==> src/rtl/ssx_pkg.sv <==
// Shared constants for the subtract, swap, exclusive-OR and table datapath
package ssx_pkg;

   // ==========================================================
   // Datapath widths
   localparam int DATA_W = 8;
   localparam int NIB_W = 4;
   localparam int FILE_AW = 6;
   localparam int FILE_DEPTH = 64;
   localparam int PTR_BITS = 3;
   localparam int ROM_AW = 11;
   localparam int ROM_DW = 14;
   localparam int ROM_HI_LSB = 8;
   localparam int ROM_HI_W = 6;
   localparam int APB_AW = 8;
   localparam int APB_DW = 32;

   // ==========================================================
   // Operation codes carried in the command register
   localparam logic [3:0] OP_NOP = 4'h0;
   localparam logic [3:0] OP_SUB_REG = 4'h1;
   localparam logic [3:0] OP_SUB_IMM = 4'h2;
   localparam logic [3:0] OP_SWAP = 4'h3;
   localparam logic [3:0] OP_TABLE = 4'h4;
   localparam logic [3:0] OP_T0_LOAD = 4'h5;
   localparam logic [3:0] OP_T0_READ = 4'h6;
   localparam logic [3:0] OP_XOR_REG = 4'h7;
   localparam logic [3:0] OP_XOR_IMM = 4'h8;

   // ==========================================================
   // Command register fields
   localparam int CMD_OP_LSB = 0;
   localparam int CMD_OP_W = 4;
   localparam int CMD_TGT_BIT = 4;
   localparam int CMD_REG_LSB = 8;
   localparam int CMD_IMM_LSB = 16;

   // Status register fields
   localparam int ST_BUSY_BIT = 0;
   localparam int ST_ZERO_BIT = 1;
   localparam int ST_HALF_BIT = 2;
   localparam int ST_CARRY_BIT = 3;

   // ==========================================================
   // Register byte offsets
   localparam logic [7:0] OFF_CMD = 8'h00;
   localparam logic [7:0] OFF_STAT = 8'h04;
   localparam logic [7:0] OFF_WORK = 8'h08;
   localparam logic [7:0] OFF_TPTR = 8'h0C;
   localparam logic [7:0] OFF_TDATA = 8'h10;
   localparam logic [7:0] OFF_T0MODE = 8'h14;
   localparam logic [7:0] OFF_FADDR = 8'h18;
   localparam logic [7:0] OFF_FDATA = 8'h1C;

   // Reset values
   localparam logic [7:0] RST_BYTE = 8'h00;

   // Sequencer states
   typedef enum logic [1:0] {ST_IDLE, ST_EXEC, ST_TABLE} ssx_state_t;

endpackage

==> src/rtl/ssx_alu.sv <==
// Combinational subtract, swap and exclusive-OR unit with status outputs
`timescale 1ns/100ps
module ssx_alu
   import ssx_pkg::*;
#(
   parameter int DW = DATA_W
)
(
   // Operation and operands
   input wire logic [CMD_OP_W-1:0] op,
   input wire logic [DW-1:0] opnd,
   input wire logic [DW-1:0] work,
   // Result and flags
   output logic [DW-1:0] res,
   output logic zero,
   output logic half,
   output logic carry
);

   // ==========================================================
   // Subtraction as opnd + ~work + 1, so carry out means no borrow
   logic [DW:0] diff;
   logic [NIB_W:0] diff_lo;

   assign diff = {1'b0, opnd} + {1'b0, ~work} + {{DW{1'b0}}, 1'b1};
   assign diff_lo = {1'b0, opnd[NIB_W-1:0]} + {1'b0, ~work[NIB_W-1:0]}
                    + {{NIB_W{1'b0}}, 1'b1};

   // Result select; unknown codes pass the operand unchanged
   always_comb
   begin
      case (op)
         OP_SUB_REG, OP_SUB_IMM: res = diff[DW-1:0];
         OP_XOR_REG, OP_XOR_IMM: res = work ^ opnd;
         OP_SWAP: res = {opnd[NIB_W-1:0], opnd[DW-1:NIB_W]};
         default: res = opnd;
      endcase
   end

   // Flags; the caller decides which of them are kept
   assign zero = (res == {DW{1'b0}});
   assign half = diff_lo[NIB_W];
   assign carry = diff[DW];

endmodule

==> src/rtl/ssx_exec_top.sv <==
// Execution datapath for subtract, swap, exclusive-OR, table and timer moves
//
// The APB slave port and the placing of the registers were left to the implementer.
`timescale 1ns/100ps
module ssx_exec_top
   import ssx_pkg::*;
#(
   parameter int DW = DATA_W
)
(
   // Clock and reset
   input wire logic pclk,
   input wire logic presetn,
   // APB slave
   input wire logic [APB_AW-1:0] paddr,
   input wire logic psel,
   input wire logic penable,
   input wire logic pwrite,
   input wire logic [APB_DW-1:0] pwdata,
   output logic [APB_DW-1:0] prdata,
   output logic pready,
   output logic pslverr,
   // Program ROM
   output logic [ROM_AW-1:0] rom_addr,
   output logic rom_rd,
   input wire logic [ROM_DW-1:0] rom_data,
   // Timer mode towards the timer
   output logic [DW-1:0] timer0_mode
);

   // ==========================================================
   // Declarations
   ssx_state_t state_r;
   logic [APB_DW-1:0] prdata_r;
   logic pready_r, pslverr_r;
   logic [ROM_AW-1:0] rom_addr_r;
   logic rom_rd_r;
   logic [DW-1:0] work_r, tptr_r, tmode_r;
   logic [ROM_HI_W-1:0] tdata_r;
   logic [FILE_AW-1:0] faddr_r;
   logic zero_r, half_r, carry_r;
   logic [CMD_OP_W-1:0] cmd_op_r;
   logic cmd_tgt_r;
   logic [FILE_AW-1:0] cmd_reg_r;
   logic [DW-1:0] cmd_imm_r;
   logic [DW-1:0] rf_rdata, rf_apb_rdata, opnd, alu_res, exec_res;
   logic alu_zero, alu_half, alu_carry;
   logic setup_ok, access, wr_fire, exec_go, busy;
   logic wr_work, wr_file, upd_all, upd_zero;
   logic rf_we;
   logic [FILE_AW-1:0] rf_waddr;
   logic [DW-1:0] rf_wdata;
   logic [APB_DW-1:0] rd_val;
   logic rd_hit;

   // Operations whose operand comes from the register file
   function automatic logic is_reg_op(input logic [CMD_OP_W-1:0] op);
      is_reg_op = (op == OP_SUB_REG) || (op == OP_SWAP) ||
                  (op == OP_XOR_REG);
   endfunction

   // Operations that write the working register whatever the target
   function automatic logic is_work_op(input logic [CMD_OP_W-1:0] op);
      is_work_op = (op == OP_SUB_IMM) || (op == OP_XOR_IMM) ||
                   (op == OP_T0_READ);
   endfunction

   // ==========================================================
   // APB handshake: one wait state, writes land on the pready edge
   assign setup_ok = psel & penable & ~pready_r;
   assign access = psel & penable & pready_r;
   assign wr_fire = access & pwrite;
   assign busy = (state_r != ST_IDLE);

   always_ff @(posedge pclk or negedge presetn)
   begin
      if (!presetn)
      begin
         pready_r <= 1'b0;
         pslverr_r <= 1'b0;
         prdata_r <= '0;
      end
      else
      begin
         pready_r <= setup_ok;
         pslverr_r <= setup_ok & ~rd_hit;
         if (setup_ok && !pwrite)
            prdata_r <= rd_val;
      end
   end

   // Read decode; unmapped offsets read zero and flag an error
   always_comb
   begin
      rd_val = '0;
      rd_hit = 1'b1;
      case (paddr)
         OFF_CMD: rd_val = {8'h00, cmd_imm_r, 2'h0, cmd_reg_r, 3'h0,
                            cmd_tgt_r, cmd_op_r};
         OFF_STAT:
         begin
            rd_val[ST_BUSY_BIT] = busy;
            rd_val[ST_ZERO_BIT] = zero_r;
            rd_val[ST_HALF_BIT] = half_r;
            rd_val[ST_CARRY_BIT] = carry_r;
         end
         OFF_WORK: rd_val[DW-1:0] = work_r;
         OFF_TPTR: rd_val[DW-1:0] = tptr_r;
         OFF_TDATA: rd_val[ROM_HI_W-1:0] = tdata_r;
         OFF_T0MODE: rd_val[DW-1:0] = tmode_r;
         OFF_FADDR: rd_val[FILE_AW-1:0] = faddr_r;
         OFF_FDATA: rd_val[DW-1:0] = rf_apb_rdata;
         default: rd_hit = 1'b0;
      endcase
   end

   // ==========================================================
   // Command capture and sequencer; commands while busy are dropped
   always_ff @(posedge pclk or negedge presetn)
   begin
      if (!presetn)
      begin
         cmd_op_r <= OP_NOP;
         cmd_tgt_r <= 1'b0;
         cmd_reg_r <= '0;
         cmd_imm_r <= RST_BYTE;
      end
      else if (wr_fire && paddr == OFF_CMD && !busy)
      begin
         cmd_op_r <= pwdata[CMD_OP_LSB +: CMD_OP_W];
         cmd_tgt_r <= pwdata[CMD_TGT_BIT];
         cmd_reg_r <= pwdata[CMD_REG_LSB +: FILE_AW];
         cmd_imm_r <= pwdata[CMD_IMM_LSB +: DW];
      end
   end

   always_ff @(posedge pclk or negedge presetn)
   begin
      if (!presetn)
         state_r <= ST_IDLE;
      else
      begin
         case (state_r)
            ST_IDLE:
               if (wr_fire && paddr == OFF_CMD)
                  state_r <= ST_EXEC;
            ST_EXEC:
               // The ROM needs a second cycle to answer
               if (cmd_op_r == OP_TABLE)
                  state_r <= ST_TABLE;
               else
                  state_r <= ST_IDLE;
            ST_TABLE: state_r <= ST_IDLE;
            default: state_r <= ST_IDLE;
         endcase
      end
   end

   // ==========================================================
   // Operand selection and arithmetic
   assign exec_go = (state_r == ST_EXEC);
   assign opnd = is_reg_op(cmd_op_r) ? rf_rdata : cmd_imm_r;
   assign exec_res = (cmd_op_r == OP_T0_READ) ? tmode_r : alu_res;
   assign wr_work = exec_go & (is_work_op(cmd_op_r) |
                    (is_reg_op(cmd_op_r) & ~cmd_tgt_r));
   assign wr_file = exec_go & is_reg_op(cmd_op_r) & cmd_tgt_r;
   assign upd_all = exec_go & ((cmd_op_r == OP_SUB_REG) |
                    (cmd_op_r == OP_SUB_IMM));
   assign upd_zero = exec_go & ((cmd_op_r == OP_XOR_REG) |
                     (cmd_op_r == OP_XOR_IMM));

   ssx_alu #(.DW(DW)) u_alu (
      .op(cmd_op_r),
      .opnd(opnd),
      .work(work_r),
      .res(alu_res),
      .zero(alu_zero),
      .half(alu_half),
      .carry(alu_carry)
   );

   // File write: execution beats a colliding software write
   assign rf_we = wr_file | (wr_fire & (paddr == OFF_FDATA));
   assign rf_waddr = wr_file ? cmd_reg_r : faddr_r;
   assign rf_wdata = wr_file ? exec_res : pwdata[DW-1:0];

   ssx_regfile #(.DW(DW), .AW(FILE_AW), .DEPTH(FILE_DEPTH)) u_file (
      .clk(pclk),
      .we(rf_we),
      .waddr(rf_waddr),
      .wdata(rf_wdata),
      .raddr_a(cmd_reg_r),
      .rdata_a(rf_rdata),
      .raddr_b(faddr_r),
      .rdata_b(rf_apb_rdata)
   );

   // ==========================================================
   // Working register: datapath has priority over software
   always_ff @(posedge pclk or negedge presetn)
   begin
      if (!presetn)
         work_r <= RST_BYTE;
      else if (wr_work)
         work_r <= exec_res;
      else if (state_r == ST_TABLE)
         work_r <= rom_data[DW-1:0];
      else if (wr_fire && paddr == OFF_WORK)
         work_r <= pwdata[DW-1:0];
   end

   // Flags: hardware update wins over a software restore
   always_ff @(posedge pclk or negedge presetn)
   begin
      if (!presetn)
      begin
         zero_r <= 1'b0;
         half_r <= 1'b0;
         carry_r <= 1'b0;
      end
      else if (upd_all)
      begin
         zero_r <= alu_zero;
         half_r <= alu_half;
         carry_r <= alu_carry;
      end
      else if (upd_zero)
         zero_r <= alu_zero;
      else if (wr_fire && paddr == OFF_STAT)
      begin
         zero_r <= pwdata[ST_ZERO_BIT];
         half_r <= pwdata[ST_HALF_BIT];
         carry_r <= pwdata[ST_CARRY_BIT];
      end
   end

   // Timer mode register
   always_ff @(posedge pclk or negedge presetn)
   begin
      if (!presetn)
         tmode_r <= RST_BYTE;
      else if (exec_go && cmd_op_r == OP_T0_LOAD)
         tmode_r <= work_r;
      else if (wr_fire && paddr == OFF_T0MODE)
         tmode_r <= pwdata[DW-1:0];
   end

   // Table pointer and file address, software only
   always_ff @(posedge pclk or negedge presetn)
   begin
      if (!presetn)
      begin
         tptr_r <= RST_BYTE;
         faddr_r <= '0;
      end
      else
      begin
         if (wr_fire && paddr == OFF_TPTR)
            tptr_r <= pwdata[DW-1:0];
         if (wr_fire && paddr == OFF_FADDR)
            faddr_r <= pwdata[FILE_AW-1:0];
      end
   end

   // Table high data catches the upper ROM bits
   always_ff @(posedge pclk or negedge presetn)
   begin
      if (!presetn)
         tdata_r <= '0;
      else if (state_r == ST_TABLE)
         tdata_r <= rom_data[ROM_HI_LSB +: ROM_HI_W];
      else if (wr_fire && paddr == OFF_TDATA)
         tdata_r <= pwdata[ROM_HI_W-1:0];
   end

   // ROM request: strobe stands during the table cycle only, address holds until the next table read
   always_ff @(posedge pclk or negedge presetn)
   begin
      if (!presetn)
      begin
         rom_addr_r <= '0;
         rom_rd_r <= 1'b0;
      end
      else
      begin
         rom_rd_r <= exec_go & (cmd_op_r == OP_TABLE);
         if (exec_go && cmd_op_r == OP_TABLE)
            rom_addr_r <= {tptr_r[PTR_BITS-1:0], work_r};
      end
   end

   // Outputs straight from flip-flops
   assign prdata = prdata_r;
   assign pready = pready_r;
   assign pslverr = pslverr_r;
   assign rom_addr = rom_addr_r;
   assign rom_rd = rom_rd_r;
   assign timer0_mode = tmode_r;
endmodule

==> src/rtl/ssx_regfile.sv <==
// File of general data registers with one write and two read ports
`timescale 1ns/100ps
module ssx_regfile
   import ssx_pkg::*;
#(
   parameter int DW = DATA_W,
   parameter int AW = FILE_AW,
   parameter int DEPTH = FILE_DEPTH
)
(
   // Clock
   input wire logic clk,
   // Write port
   input wire logic we,
   input wire logic [AW-1:0] waddr,
   input wire logic [DW-1:0] wdata,
   // Read ports, asynchronous
   input wire logic [AW-1:0] raddr_a,
   output logic [DW-1:0] rdata_a,
   input wire logic [AW-1:0] raddr_b,
   output logic [DW-1:0] rdata_b
);

   // ==========================================================
   // Storage holds data only, so it carries no reset
   logic [DW-1:0] mem [DEPTH];

   always_ff @(posedge clk)
   begin
      if (we)
         mem[waddr] <= wdata;
   end

   assign rdata_a = mem[raddr_a];
   assign rdata_b = mem[raddr_b];

endmodule

==> config.mk <==
export PLATFORM = sky130hd
export DESIGN_NAME = ssx_exec_top
export DESIGN_NICKNAME = d
export VERILOG_FILES = /design/src/rtl/ssx_pkg.sv /design/src/rtl/ssx_alu.sv /design/src/rtl/ssx_exec_top.sv /design/src/rtl/ssx_regfile.sv
export SDC_FILE = /design/constraint.sdc
export NUM_CORES = 1
export LEC_CHECK = 0
export CAP_MARGIN = 20
export CELL_PAD_IN_SITES_DETAIL_PLACEMENT = 1
export CELL_PAD_IN_SITES_GLOBAL_PLACEMENT = 1
export CORE_ASPECT_RATIO = 0.5
export CORE_MARGIN = 2
export CORE_UTILIZATION = 35
export CTS_BUF_LIST = sky130_fd_sc_hd__clkbuf_2 sky130_fd_sc_hd__clkbuf_4 sky130_fd_sc_hd__clkbuf_8
export CTS_CLUSTER_DIAMETER = 40
export DETAILED_ROUTE_END_ITERATION = 8
export DONT_BUFFER_PORTS = 1
export GPL_ROUTABILITY_DRIVEN = 0
export PLACE_DENSITY = 0.59
export REMOVE_ABC_BUFFERS = 1
export SLEW_MARGIN = 20
export SYNTH_ARGS = -nofsm -noshare
export SYNTH_HDL_FRONTEND = slang
export SYNTH_SLANG_ARGS = --single-unit
==> constraint.sdc <==
create_clock -name pclk -period 7.9 [get_ports pclk]
set_input_delay 0.395 -clock pclk [delete_from_list [all_inputs] [get_ports pclk]]
set_output_delay 0.395 -clock pclk [all_outputs]
set_load 0.01 [all_outputs]
== Yosys cells after proc, flatten, opt, wreduce, memory -nomap -nowiden ==
Memories as Yosys holds them, arrays and structs flattened.
Index checks and enable logic that the tools add are counted.
Storage, ports and cells
  bits in registers: 106
  bits in writable memories: 512
  input bits: 59
  output and inout port bits: 54
  logic and storage cells: 126
  memories kept: 1
Cells by class
  add/subtract/negate cells: 4
  eq/ne operators: 19
  multiplexer cells: 31
  bitwise gates (word level): 23
  reduce and logical (&&, ||, !) cells: 30
Memories
  u_file.mem: depth 64, width 8, read ports 2, clocked after Yosys merged registers in 0, wr ports 1, RTL line ssx_regfile.sv:26  | logic [DW-1:0] mem [DEPTH];
Operator list (number)
  $mux 8: 8
  $eq 8x5->1 const B: 4
  $pmux 4 s8: 1
  $pmux 8 s3: 1
  $mux 6: 3
  $eq 4x3->1 const B: 4
  $eq 8x4->1 const B: 2
  $logic_not 8->1: 2
  $mux 16: 1
  $pmux 2 s7: 1
  $and 1x1->1: 13
  $mux 1: 12
  $logic_and 1x1->1: 11
  $add 8x8->9: 1
  $add 9x1->9 const B: 1
  $eq 4x2->1 const B: 2
  $eq 8x3->1 const B: 1
  $not 8->8: 1
  $pmux 2 s4: 1
  $reduce_bool 2->1: 4
  $reduce_or 8->1: 1
  $xor 8x8->8: 1
  $reduce_bool 3->1: 2
  $add 4x4->5: 1
  16 further kinds: 28

== Depth between registers and ports, before layout ==
Gate-level depths: netlist of run 1.
  word-level depth: 10
  gate-level depth with buffers: 18
  gate-level depth less buffers: 15

== Hierarchy ==
From an unflattened synthesis of run 1, not the netlist that was laid out.
Second synthesis, totals
  cell total of the unflattened synthesis: 1752
  area, all modules: 29953.7 um^2
Modules (own cells, without submodules)
  ssx_regfile: instances 1, cells an instance 1195, area an instance 23954.2 um^2, sequential area each 15374.7 um^2
  ssx_exec_top: instances 1, cells an instance 424, area an instance 5068.6 um^2, sequential area each 2402.3 um^2
  ssx_alu: instances 1, cells an instance 133, area an instance 930.9 um^2, sequential area each 0.0 um^2

== Worst setup path before layout of run 1 ==
OpenSTA, ideal clock, no wires.
  kind: register to register
  start point: register cmd_reg_r[0]
  end point: memory u_file.mem[0][4] in the netlist's numbering (data pin)
  setup time: 0.702 ns
  arrival: 6.452 ns
  data required time: 7.198 ns
  slack: 0.746 ns
  cell stages (with the launch flop): 18
  buffers on the path: 2
  clock period less this slack: 7.154 ns
  cell sequence: dfrtp_1 -> buf_2 -> buf_2 -> mux4_2 -> mux4_2 -> mux4_2 -> mux2i_1 -> ha_1 -> inv_1 -> fa_1 -> a21o_1 -> a21oi_1 -> nand3_1 -> o211ai_1 -> o21ai_0 -> nand3_1 -> o21ai_0 -> o21ai_0
On the way
  cells in the longest elaborated chain, start to end: 7
  elaborated cells on any way between the ends: 8
  those cells by class: add/sub (2); mux (4); bitwise (1); memory (1)
RTL lines
  start: declaration: RTL line ssx_exec_top.sv:44  | logic [FILE_AW-1:0] cmd_reg_r;
  start signal: assignment: RTL line ssx_exec_top.sv:132  | cmd_reg_r <= pwdata[CMD_REG_LSB +: FILE_AW];
  $mem_v2 64x8 *
  $mux 8 *: RTL line ssx_exec_top.sv:162  | assign opnd = is_reg_op(cmd_op_r) ? rf_rdata : cmd_imm_r;
  $add 8x8->9: RTL line ssx_alu.sv:25  | assign diff = {1'b0, opnd} + {1'b0, ~work} + {{DW{1'b0}}, 1'b1};
  $add 9x1->9: RTL line ssx_alu.sv:25
  $pmux 8 s3 *: RTL line ssx_alu.sv:32  | case (op)
  $mux 8 *: RTL line ssx_exec_top.sv:163  | assign exec_res = (cmd_op_r == OP_T0_READ) ? tmode_r : alu_res;
  $mux 8 *: RTL line ssx_exec_top.sv:185  | assign rf_wdata = wr_file ? exec_res : pwdata[DW-1:0];
  via rf_wdata[4]: RTL line ssx_exec_top.sv:52  | logic [DW-1:0] rf_wdata;
  end: declaration: RTL line ssx_regfile.sv:26
Mark *: on every way through the listed nets, which the timed path passes. The rest lies on a longest branch.

== Final worst setup path of run 1 ==
  start point: register cmd_reg_r[0]
  end point: memory u_file.mem[34][6] in the netlist's numbering (data pin)
The elaborated chain is that of the path after synthesis.

==> results of run 1 <==
[registers in the layout, indices dropped and copies added, names as in the netlist, 8 cells and up]
name,cells
u_file.mem,512
prdata,22
rom_addr,11
cmd_imm_r,8
timer0_mode,8
tptr_r,8
work_r,8
[worst max-delay path: cells and delay by family, from the launching register on]
kind	cells	cell delay, ns
AOI/OAI and AO/OA	9	1.96
DFF	1	1.06
buffers and inverters	2	0.95
muxes	2	0.86
and+or+nand+nor	2	0.78
adders and majority gates	1	0.36
[power groups by stage]
stage          logic (mW)  registers (mW)  clock network (mW)
2_1_floorplan      0.0581            3.56                   0
3_3_place_gp        0.103            3.55                   0
3_5_place_dp        0.105            3.55                   0
4_1_cts             0.138            3.49                2.96
5_1_grt             0.148            3.49                3.09
6_report            0.138            3.49                2.91
[stage by stage]
stage,util,setup slack (ns)
finish,0.4038,1.494
global route,0.4037,1.124
CTS,0.4033,1.418
detailed placement,0.3733,1.422
global placement,0.3729,1.415
floorplan,-,-3.895
[kinds of logic (layout without fill, tap and decap cells)]
kind of cell,count (synthesis),in the layout,share of synthesized area
buf+inv,151,308,0.02443
simple gates,376,376,0.05571
xor+xnor,1,1,0.0002996
flops,608,608,0.6079
compound gates,236,236,0.05070
fa+ha+maj,10,10,0.004535
mux,366,366,0.2563
other cells,1,12,0.0001282
[area by class of cell]
type	instances	area [µm²]	area share
sequential	608	17800	0.5361
multi-input combinational	999	10900	0.3284
timing repair buffer	113	989.7	0.02981
antenna	2	5.005	0.0001508
tap	1102	1379	0.04153
clock inverter	35	314.1	0.009460
clock buffer	144	1750	0.05273
inverter	16	60.06	0.001809
[path summary, 6_finish.rpt]
check	depth (start not counted)	start	endpoint
max in group asynchronous	2	presetn	faddr_r[0]$_DFFE_PN0P_
setup reg to reg	16	cmd_reg_r[0]$_DFFE_PN0P_	u_file.mem[34][6]$_DFFE_PP_
setup / recovery	16	cmd_reg_r[0]$_DFFE_PN0P_	u_file.mem[34][6]$_DFFE_PP_
hold reg to reg	2	tptr_r[1]$_DFFE_PN0P_	rom_addr[9]$_DFFE_PN0P_
hold / removal	2	paddr[4]	tptr_r[5]$_DFFE_PN0P_
min in group asynchronous	2	presetn	tptr_r[4]$_DFFE_PN0P_
[timing repair]
action / 4_1_cts / 5_1_grt
endpoints found under the setup margin: 0 / 0
endpoints found under the hold margin: 158 / 0
hold buffers: 38 / 0
[layout by cell type, fill, tap and decap left out, types with 14 or more instances in the layout]
master / Yosys / final
edfxtp_1: 512 / 512
o21ai_0: 56 / 53
dfrtp_1: 96 / 89
nor2_1: 113 / 100
dlygate4sd3_1: 0 / 37
mux2i_1: 40 / 40
buf_4: 18 / 72
mux4_2: 304 / 304
a22oi_1: 43 / 43
a21oi_1: 71 / 71
nor3_1: 15 / 14
mux2_2: 22 / 22
clkbuf_8: 0 / 107
clkbuf_4: 0 / 37
nand2_1: 177 / 176
clkinv_1: 1 / 15
[per-layer routing]
layer | track usage | vias up | wire [µm]
met5 | 0 | - | 13
met4 | 0.05592 | 2 | 2101
met3 | 0.04099 | 145 | 7265
met2 | 0.3607 | 730 | 46020
met1 | 0.3110 | 9609 | 40130
li1 | - | 7318 | -
==> out/qor.txt, run 1 <==
# nets final: 1,904
Power, Total: 6.539 mW
Fill cells: 8,139
endpoints failing hold: 0
CP max stage delay: 1.06 ns
Slew @ Worst Pin: 1.200 ns
Setup violations, final: 0
clk_lat worst skew: 0.72 ns
WL final: 95.53 mm
unrepaired setup endpoints after global routing: false
Async S/R FF share, synth: 0.1579
drt wl/cell: 31.64 µm
post-layout min period: 6.406 ns
Final Max Tran Viols: 0
CTS Root Cell: clkbuf_8
Synth top cells by count: edfxtp_1 (512), mux4_2 (304), nand2_1 (177), nor2_1 (113), dfrtp_1 (96)
Vias: 17,804
Post-synth EDFFs: 512
P_int: 5.111 mW
ranking of synthesized cells by area: edfxtp_1 (53%), mux4_2 (23%), dfrtp_1 (8.2%), nand2_1 (2.3%), nor2_1 (1.5%)
CP Launch Type: register
total global routing overflow: 0
drc violations: 0
first-pass GRT wire length: 136.5 mm
Die Span Y: 208.4 µm
antenna violations before repair: 6
Initial Utilization: 0.3557
Max IR drop VDD: 0.0001236 V
vias in the first global route: 18,588
Layout area overhead: 13.52%
IO Port Bufs: 0
Yosys top cell by area: edfxtp_1
Mapped Area: 29,240 µm²
slowest stage cell, crit path: dfrtp_4
TritonCTS clock tree: yes
LEAKAGE: 10.54 nW
H-Tree Depth: 3
crit share post-route: 0.8109
P per Cell Area: 197.0 nW/µm²
yosys warns: 0
critical path endpoint category: register
Worst EP arrival: 6.75 ns
Netlist cell types: 66
die width: 412.8 µm
R2R setup slack: 1.49 ns
Post-CTS Setup Inserts: 0
Sink Count: 608
CORE AREA: 82,220 µm²
final instance area: 33,200 µm²
relative slew slack: 0.1973
All-Layer GR Usage: 0.2228
Max-cap violations: 0
Avg Cell Area, Syn: 16.72 µm²
Synth top area share: 0.5258
Mapped Cells: 1,749
Final Non-Filler Cells: 3,019
sequential area share after synthesis: 0.6079
post-place instance area: 30,690 µm²
P_sw: 1.427 mW
clock buffer depth: 3
I/O Pins: 113
dpl cells: 2,799
fraction of layout cells with a size suffix above 1: 0.3170
Clk pwr share: 0.446
Setup CP Type: register to register
Max Freq: 156.1 MHz
largest net degree at the start of global routing: 97
post-cts sizing count: 0
Via density: 5.897
hold slack: 0.08805 ns
Worst Path Max Fanout: 64
DP HPWL: 60.91 mm
status: finished, final reports clean
critical path, cell by cell: buf_4 > mux4_2 > a22oi_1 > a21oi_1 > nor4_1 > o21ai_0 > ha_1 > a21o_1 > a21oi_1 > o21ai_0 > a21oi_1 > o2111ai_1 > nand2_1 > o21ai_0 > mux2_2 > buf_4
Worst-path clk slew: 0.07 ns
Top FF cell, synth: edfxtp_1
TNS Setup: 0 ns
Initial DRC Count: 1,986
total CTS buffers: 97
Final Skew: 0.03232 ns
Seq pwr share: 0.533
number of synthesized register bits: 608
ANT nets after route: 0
worst hold path class: input port to register
# rows: 74
die area: 86,020 µm²
Comb power frac: 0.021
switching share of total power: 0.2183
Worst Path Required: 8.25 ns
most frequent cell after synthesis: edfxtp_1
DR pass1 iterations: 5
(Power assumes the default switching activity.)
==> inputs of run 2 (changes only) <==
PLACE_DENSITY = 0.61   (was 0.59)
clock period = 5.3 ns   (was 7.9 ns; I/O delays follow)
==> run 2 against run 1 <==
Maximum frequency up 26%. Hold slack worse by 0.062 ns. Design area grew 2.9%. First-iteration DRC count increased by 11%.
==> out/qor.txt, run 2 (same netlist as run 1, synthesis figures left out) <==
pre-CTS setup slack: 0.1279 ns (-1.294 ns)
Max Freq: 196.3 MHz (+26%)
clock buffer depth: 3 (unchanged)
LEAKAGE: 11.10 nW (+5.3%)
# nets final: 2,007 (+5.4%)
Final Skew: 0.03955 ns (+0.007225 ns)
Sink Count: 608 (unchanged)
die width: 412.8 µm (unchanged)
Setup CP Type: register to register
total global routing overflow: 0 (unchanged)
critical path endpoint category: register
fraction of layout cells with a size suffix above 1: 0.3411 (+0.02416)
status: finished, final reports clean
R2R setup slack: 0.21 ns (-1.29 ns)
max reg flops: 512 (unchanged)
worst hold path class: input port to register
All-Layer GR Usage: 0.2260 (+0.003220)
Slew @ Worst Pin: 0.9506 ns (-0.2491 ns)
drc violations: 0 (unchanged)
CORE AREA: 82,220 µm² (unchanged)
CTS Root Cell: clkbuf_8
critical path, cell by cell: buf_12 > mux4_2 > mux4_2 > mux4_2 > mux2i_2 > ha_1 > inv_1 > fa_1 > a21o_1 > a21oi_1 > o21ai_0 > a21oi_1 > o2111ai_1 > nand2_1 > o21ai_0 > mux2_2 > buf_12
WP buf/inv: 3 (+1)
IO Port Bufs: 0 (unchanged)
Post-CTS Setup Inserts: 0 (unchanged)
DR pass1 iterations: 5 (unchanged)
most frequent cells in the layout: edfxtp_1 (512), mux4_2 (304), nand2_1 (176), buf_4 (144), nor2_1 (112)
CP Launch Type: register
relative slew slack: 0.3663 (+0.1690)
Final Non-Filler Cells: 3,111 (+3.0%)
Max-cap violations: 0 (unchanged)
Via density: 5.949 (+0.88%)
Final Max Tran Viols: 0 (unchanged)
Die Span Y: 208.4 µm (unchanged)
switching share of total power: 0.2186 (+0.0002782)
P per Cell Area: 281.4 nW/µm² (+43%)
antenna violations before repair: 8 (+2)
Worst-path clk slew: 0.07 ns (about the same)
met2 GRT Util: 0.3523 (-0.008317)
largest net degree at the start of global routing: 97 (unchanged)
first-pass GRT wire length: 139.4 mm (+2.1%)
Biggest register: u_file.mem
met1 Track Usage GR: 0.3272 (+0.01625)
Vias: 18,508 (+4.0%)
# rows: 74 (unchanged)
die area: 86,020 µm² (unchanged)
total CTS buffers: 97 (unchanged)
WL final: 97.01 mm (+1.5%)
Layout area overhead: 16.84%
Seq pwr share: 0.540 (+0.007)
slowest stage cell, crit path: mux4_2
endpoints failing hold: 0 (unchanged)
DP HPWL: 66.45 mm (+9.1%)
ANT nets after route: 0 (unchanged)
clk_lat worst skew: 0.74 ns (+0.02 ns)
commonest non-fill, non-tap cell in the layout: edfxtp_1
Setup violations, final: 0 (unchanged)
Initial Utilization: 0.3557 (unchanged)
drt wl/cell: 31.18 µm (-1.5%)
Worst Path Max Fanout: 32 (-50%)
CP max stage delay: 0.57 ns (-0.49 ns)
delay-heaviest family, CP: multiplexers
fin worst setup slack: 0.2059 ns (-1.288 ns)
P_int: 7.513 mW (+47%)
dpl cells: 2,895 (+3.4%)
I/O Pins: 113 (unchanged)
TritonCTS clock tree: yes
grt met3 use: 0.04053 (-0.0004537)
Initial DRC Count: 2,205 (+11%)
Max IR drop VDD: 0.0001509 V (+22%)
Worst EP arrival: 5.53 ns (-1.22 ns)
vias in the first global route: 18,927 (+1.8%)
Worst Path Required: 5.74 ns (-2.51 ns)
Comb power frac: 0.025 (+0.004)
P_sw: 2.102 mW (+47%)
cell mode on critical path: mux4_2
crit share post-route: 0.9612 (+0.1503)
Clk pwr share: 0.435 (-0.011)
post-layout min period: 5.094 ns (-1.312 ns)
unrepaired setup endpoints after global routing: false
H-Tree Depth: 3 (unchanged)
TNS Setup: 0 ns (unchanged)
most crowded layer after global routing: met2
-- run 2: cell type report --
class | count | area (µm²)
Antenna cell | 1 | 2.502
Clock buffer | 137 | 1685
Clock inverter | 32 | 270.3
Fill cell | 8147 | 48050
Inverter | 16 | 60.06
Multi-Input combinational cell | 999 | 10890
Sequential cell | 608 | 17800
Tap cell | 1102 | 1379
Timing Repair Buffer | 216 | 2086
-- run 2: worst paths after layout --
kind                                           from                           to  cells after the start
setup / recovery           cmd_reg_r[0]$_DFFE_PN0P_  u_file.mem[44][6]$_DFFE_PP_                     17
hold / removal                            pwdata[6]        work_r[6]$_DFFE_PN0P_                      3
setup reg to reg           cmd_reg_r[0]$_DFFE_PN0P_  u_file.mem[44][6]$_DFFE_PP_                     17
hold reg to reg               tptr_r[6]$_DFFE_PN0P_        tptr_r[6]$_DFFE_PN0P_                      1
max in group asynchronous                   presetn       faddr_r[1]$_DFFE_PN0P_                      2
min in group asynchronous                   presetn     cmd_imm_r[7]$_DFFE_PN0P_                      2
-- run 2: worst min-delay path: stages --
cell and delay [ns]:
mux2i_1 0.12, o21ai_0 0.17, mux2_2 0.14
-- run 2: routing by layer --
| metal | up-vias | wire length, µm |
|---|---|---|
| li1 | 7504 | - |
| met1 | 10047 | 41280 |
| met2 | 830 | 45770 |
| met3 | 125 | 7800 |
| met4 | 2 | 2151 |
| met5 | - | 13 |
-- run 2: power by group through the flow --
stage                     logic (mW)  clock network (mW)  registers, mW
final                          0.236                4.18           5.20
after global routing           0.255                4.45           5.19
after CTS                      0.236                4.25           5.20
after detailed placement       0.181                   0           5.30
after global placement         0.177                   0           5.30
after floorplan               0.0866                   0           5.30
-- run 2: repair_timing --
action	CTS	global route
endpoints found under the hold margin	175	1
resized for setup	0	9
hold buffers	44	1
setup endpoints to repair	0	320
-- run 2: through the flow --
| step | power [mW] | util | hold slack [ns] | area (µm²) |
|---|---|---|---|---|
| detailed placement | 5.477 | 0.3852 | -0.02602 | 31670 |
| floorplan | 5.390 | - | -0.03059 | 28620 |
| global placement | 5.472 | 0.3852 | -0.02615 | 31670 |
| CTS | 9.681 | 0.4145 | 0.001139 | 34080 |
| global route | 9.898 | 0.4156 | 0.01401 | 34170 |
| finish | 9.615 | 0.4156 | 0.02556 | 34170 |
==> inputs of run 3 (changes only) <==
==> constraint.sdc (replaced) <==
create_clock -name pclk -period 5.3 [get_ports pclk]
set_input_delay 1.06 -clock pclk [delete_from_list [all_inputs] [get_ports pclk]]
set_output_delay 1.06 -clock pclk [all_outputs]
set_load 0.01 [all_outputs]
==> run 3 against run 2 <==
Clock power about the same. Count of clock-buffer cells in the layout shrank 4. Flip-flop and latch count stayed put. Routed wire length decreased by 0.17%. Clock skew shrank 0.0015 ns. Sequential share of layout area increased by 0.32 points. Combinational power decreased by 11%. Global-route usage decreased by 0.11 points. Cell count is 0.58% lower. Critical path type unchanged.
==> out/qor.txt, run 3 (same netlist as run 1, synthesis figures left out) <==
Worst Path Required: 5.77 ns (+0.03 ns)
Biggest register: u_file.mem
die width: 412.8 µm (unchanged)
die area: 86,020 µm² (unchanged)
Setup violations, final: 0 (unchanged)
Initial Utilization: 0.3557 (unchanged)
total global routing overflow: 0 (unchanged)
Sink Count: 608 (unchanged)
dpl cells: 2,914 (+0.66%)
CTS Root Cell: clkbuf_8
drt wl/cell: 31.31 µm (+0.41%)
Comb power frac: 0.022 (-0.003)
CORE AREA: 82,220 µm² (unchanged)
Worst path depth: 19 (+2)
# rows: 74 (unchanged)
clk_lat worst skew: 0.76 ns (+0.02 ns)
Max-cap violations: 0 (unchanged)
Register-to-Register Path Depth: 19 (+2)
Max Freq: 193.3 MHz (-1.5%)
CP Launch Type: register
critical path endpoint category: register
IO Port Bufs: 0 (unchanged)
Final Max Tran Viols: 0 (unchanged)
worst hold path class: input port to async pin
delay-heaviest family, CP: multiplexers
TritonCTS clock tree: yes
total CTS buffers: 98 (+1.0%)
LEAKAGE: 11.06 nW (-0.37%)
Worst EP arrival: 5.65 ns (+0.12 ns)
clock buffer depth: 3 (unchanged)
DP HPWL: 66.22 mm (-0.35%)
Seq pwr share: 0.544 (+0.004)
most frequent cells in the layout: edfxtp_1 (512), mux4_2 (304), nand2_1 (176), buf_4 (164), nor2_1 (113)
Layout area overhead: 16.11%
first-pass GRT wire length: 137.6 mm (-1.3%)
slowest stage cell, crit path: mux4_2
critical path, cell by cell: buf_12 > mux4_2 > mux4_2 > mux4_2 > mux2i_2 > ha_1 > inv_1 > fa_1 > a21o_1 > a21oi_2 > buf_4 > o41a_1 > o211ai_1 > o21ai_0 > nand3_1 > o21ai_2 > o21ai_4 > buf_12 > buf_12
WL final: 96.85 mm (-0.17%)
ANT nets after route: 0 (unchanged)
WP buf/inv: 5 (+2)
CP max stage delay: 0.58 ns (about the same)
TNS Setup: 0 ns (unchanged)
Die Span Y: 208.4 µm (unchanged)
crit share post-route: 0.9760 (+0.01481)
post-layout min period: 5.173 ns (+0.07849 ns)
relative slew slack: 0.2513 (-0.1150)
Clk pwr share: 0.434 (about the same)
endpoints failing hold: 0 (unchanged)
commonest non-fill, non-tap cell in the layout: edfxtp_1
Slew @ Worst Pin: 1.119 ns (+0.1683 ns)
P_int: 7.441 mW (-0.96%)
max reg flops: 512 (unchanged)
DR pass1 iterations: 5 (unchanged)
Final Non-Filler Cells: 3,093 (-0.58%)
All-Layer GR Usage: 0.2249 (-0.001115)
P per Cell Area: 281.4 nW/µm² (about the same)
I/O Pins: 113 (unchanged)
antenna violations before repair: 6 (-2)
Vias: 18,375 (-0.72%)
Worst-path clk slew: 0.07 ns (about the same)
Worst Path Max Fanout: 28 (-13%)
Final Skew: 0.03802 ns (-0.001533 ns)
largest net degree at the start of global routing: 97 (unchanged)
P_sw: 2.114 mW (+0.60%)
vias in the first global route: 18,403 (-2.8%)
status: finished, final reports clean
Power, Total: 9.555 mW (-0.62%)
drc violations: 0 (unchanged)
fraction of layout cells with a size suffix above 1: 0.3576 (+0.01651)
Setup CP Type: register to register
Initial DRC Count: 2,066 (-6.3%)
# nets final: 1,987 (-1.0%)
H-Tree Depth: 3 (unchanged)
switching share of total power: 0.2213 (+0.002690)
Max IR drop VDD: 0.0001585 V (+5.0%)
Via density: 5.941 (-0.14%)
[run 3: changes by cell type in the layout (fill, tap and decap cells not counted), sizes merged]
cell         before  now
clkbuf          138  134
bufinv            4    3
diode             1    3
dlygate4sd3      44    0
clkinvlp          4    3
buf             171  194
clkinv           22   29
[run 3: power groups by stage]
stage	Clock, mW	Combinational [mW]	Sequential [mW]
3_5_place_dp	0	0.186	5.29
3_3_place_gp	0	0.181	5.29
2_1_floorplan	0	0.0866	5.30
5_1_grt	4.42	0.227	5.19
6_report	4.15	0.211	5.20
4_1_cts	4.23	0.204	5.20
[run 3: layout make-up]
type                       count  area, µm²
inverter                      16      60.06
multi-input combinational    999      10910
timing repair buffer         195       1856
fill                        8135      48270
sequential                   608      17800
clock inverter                37      289.0
clock buffer                 133       1662
tap                         1102       1379
antenna                        3      7.507
[run 3: final timing paths]
path,start,to,slack (ns)
max,cmd_reg_r[0]$_DFFE_PN0P_,u_file.mem[44][4]$_DFFE_PP_,0.13
min,presetn,cmd_imm_r[6]$_DFFE_PN0P_,0.23
max reg2reg,cmd_reg_r[0]$_DFFE_PN0P_,u_file.mem[44][4]$_DFFE_PP_,0.13
min reg2reg,tptr_r[2]$_DFFE_PN0P_,rom_addr[10]$_DFFE_PN0P_,0.51
max in group asynchronous,presetn,faddr_r[0]$_DFFE_PN0P_,4.59
min in group pclk,pwdata[22],cmd_imm_r[6]$_DFFE_PN0P_,0.43
[run 3: metrics by stage]
step                      cell area [µm²]  setup WS [ns]    util  hold WS [ns]
after floorplan                     28620         -6.495       -        0.4446
after global placement              31840        0.04056  0.3872        0.4907
after detailed placement            31840        0.05132  0.3872        0.4970
after CTS                           33810       0.005209  0.4113        0.2228
after global routing                33950       -0.01618  0.4129        0.2244
final                               33950         0.1274  0.4130        0.2345
[run 3: metal layers]
metal  wire (µm)  global-route usage
met5           0                   0
met4        1787             0.04665
met3        8280             0.04741
met2       45500              0.3510
met1       41280              0.3253
[run 3: repair_timing]
item / in CTS / in global routing
setup endpoints to repair: 0 / 320
endpoints found under the hold margin: 96 / 0
buffers inserted: 0 / 3
gates resized for setup: 0 / 13
hold buffers: 1 / 0
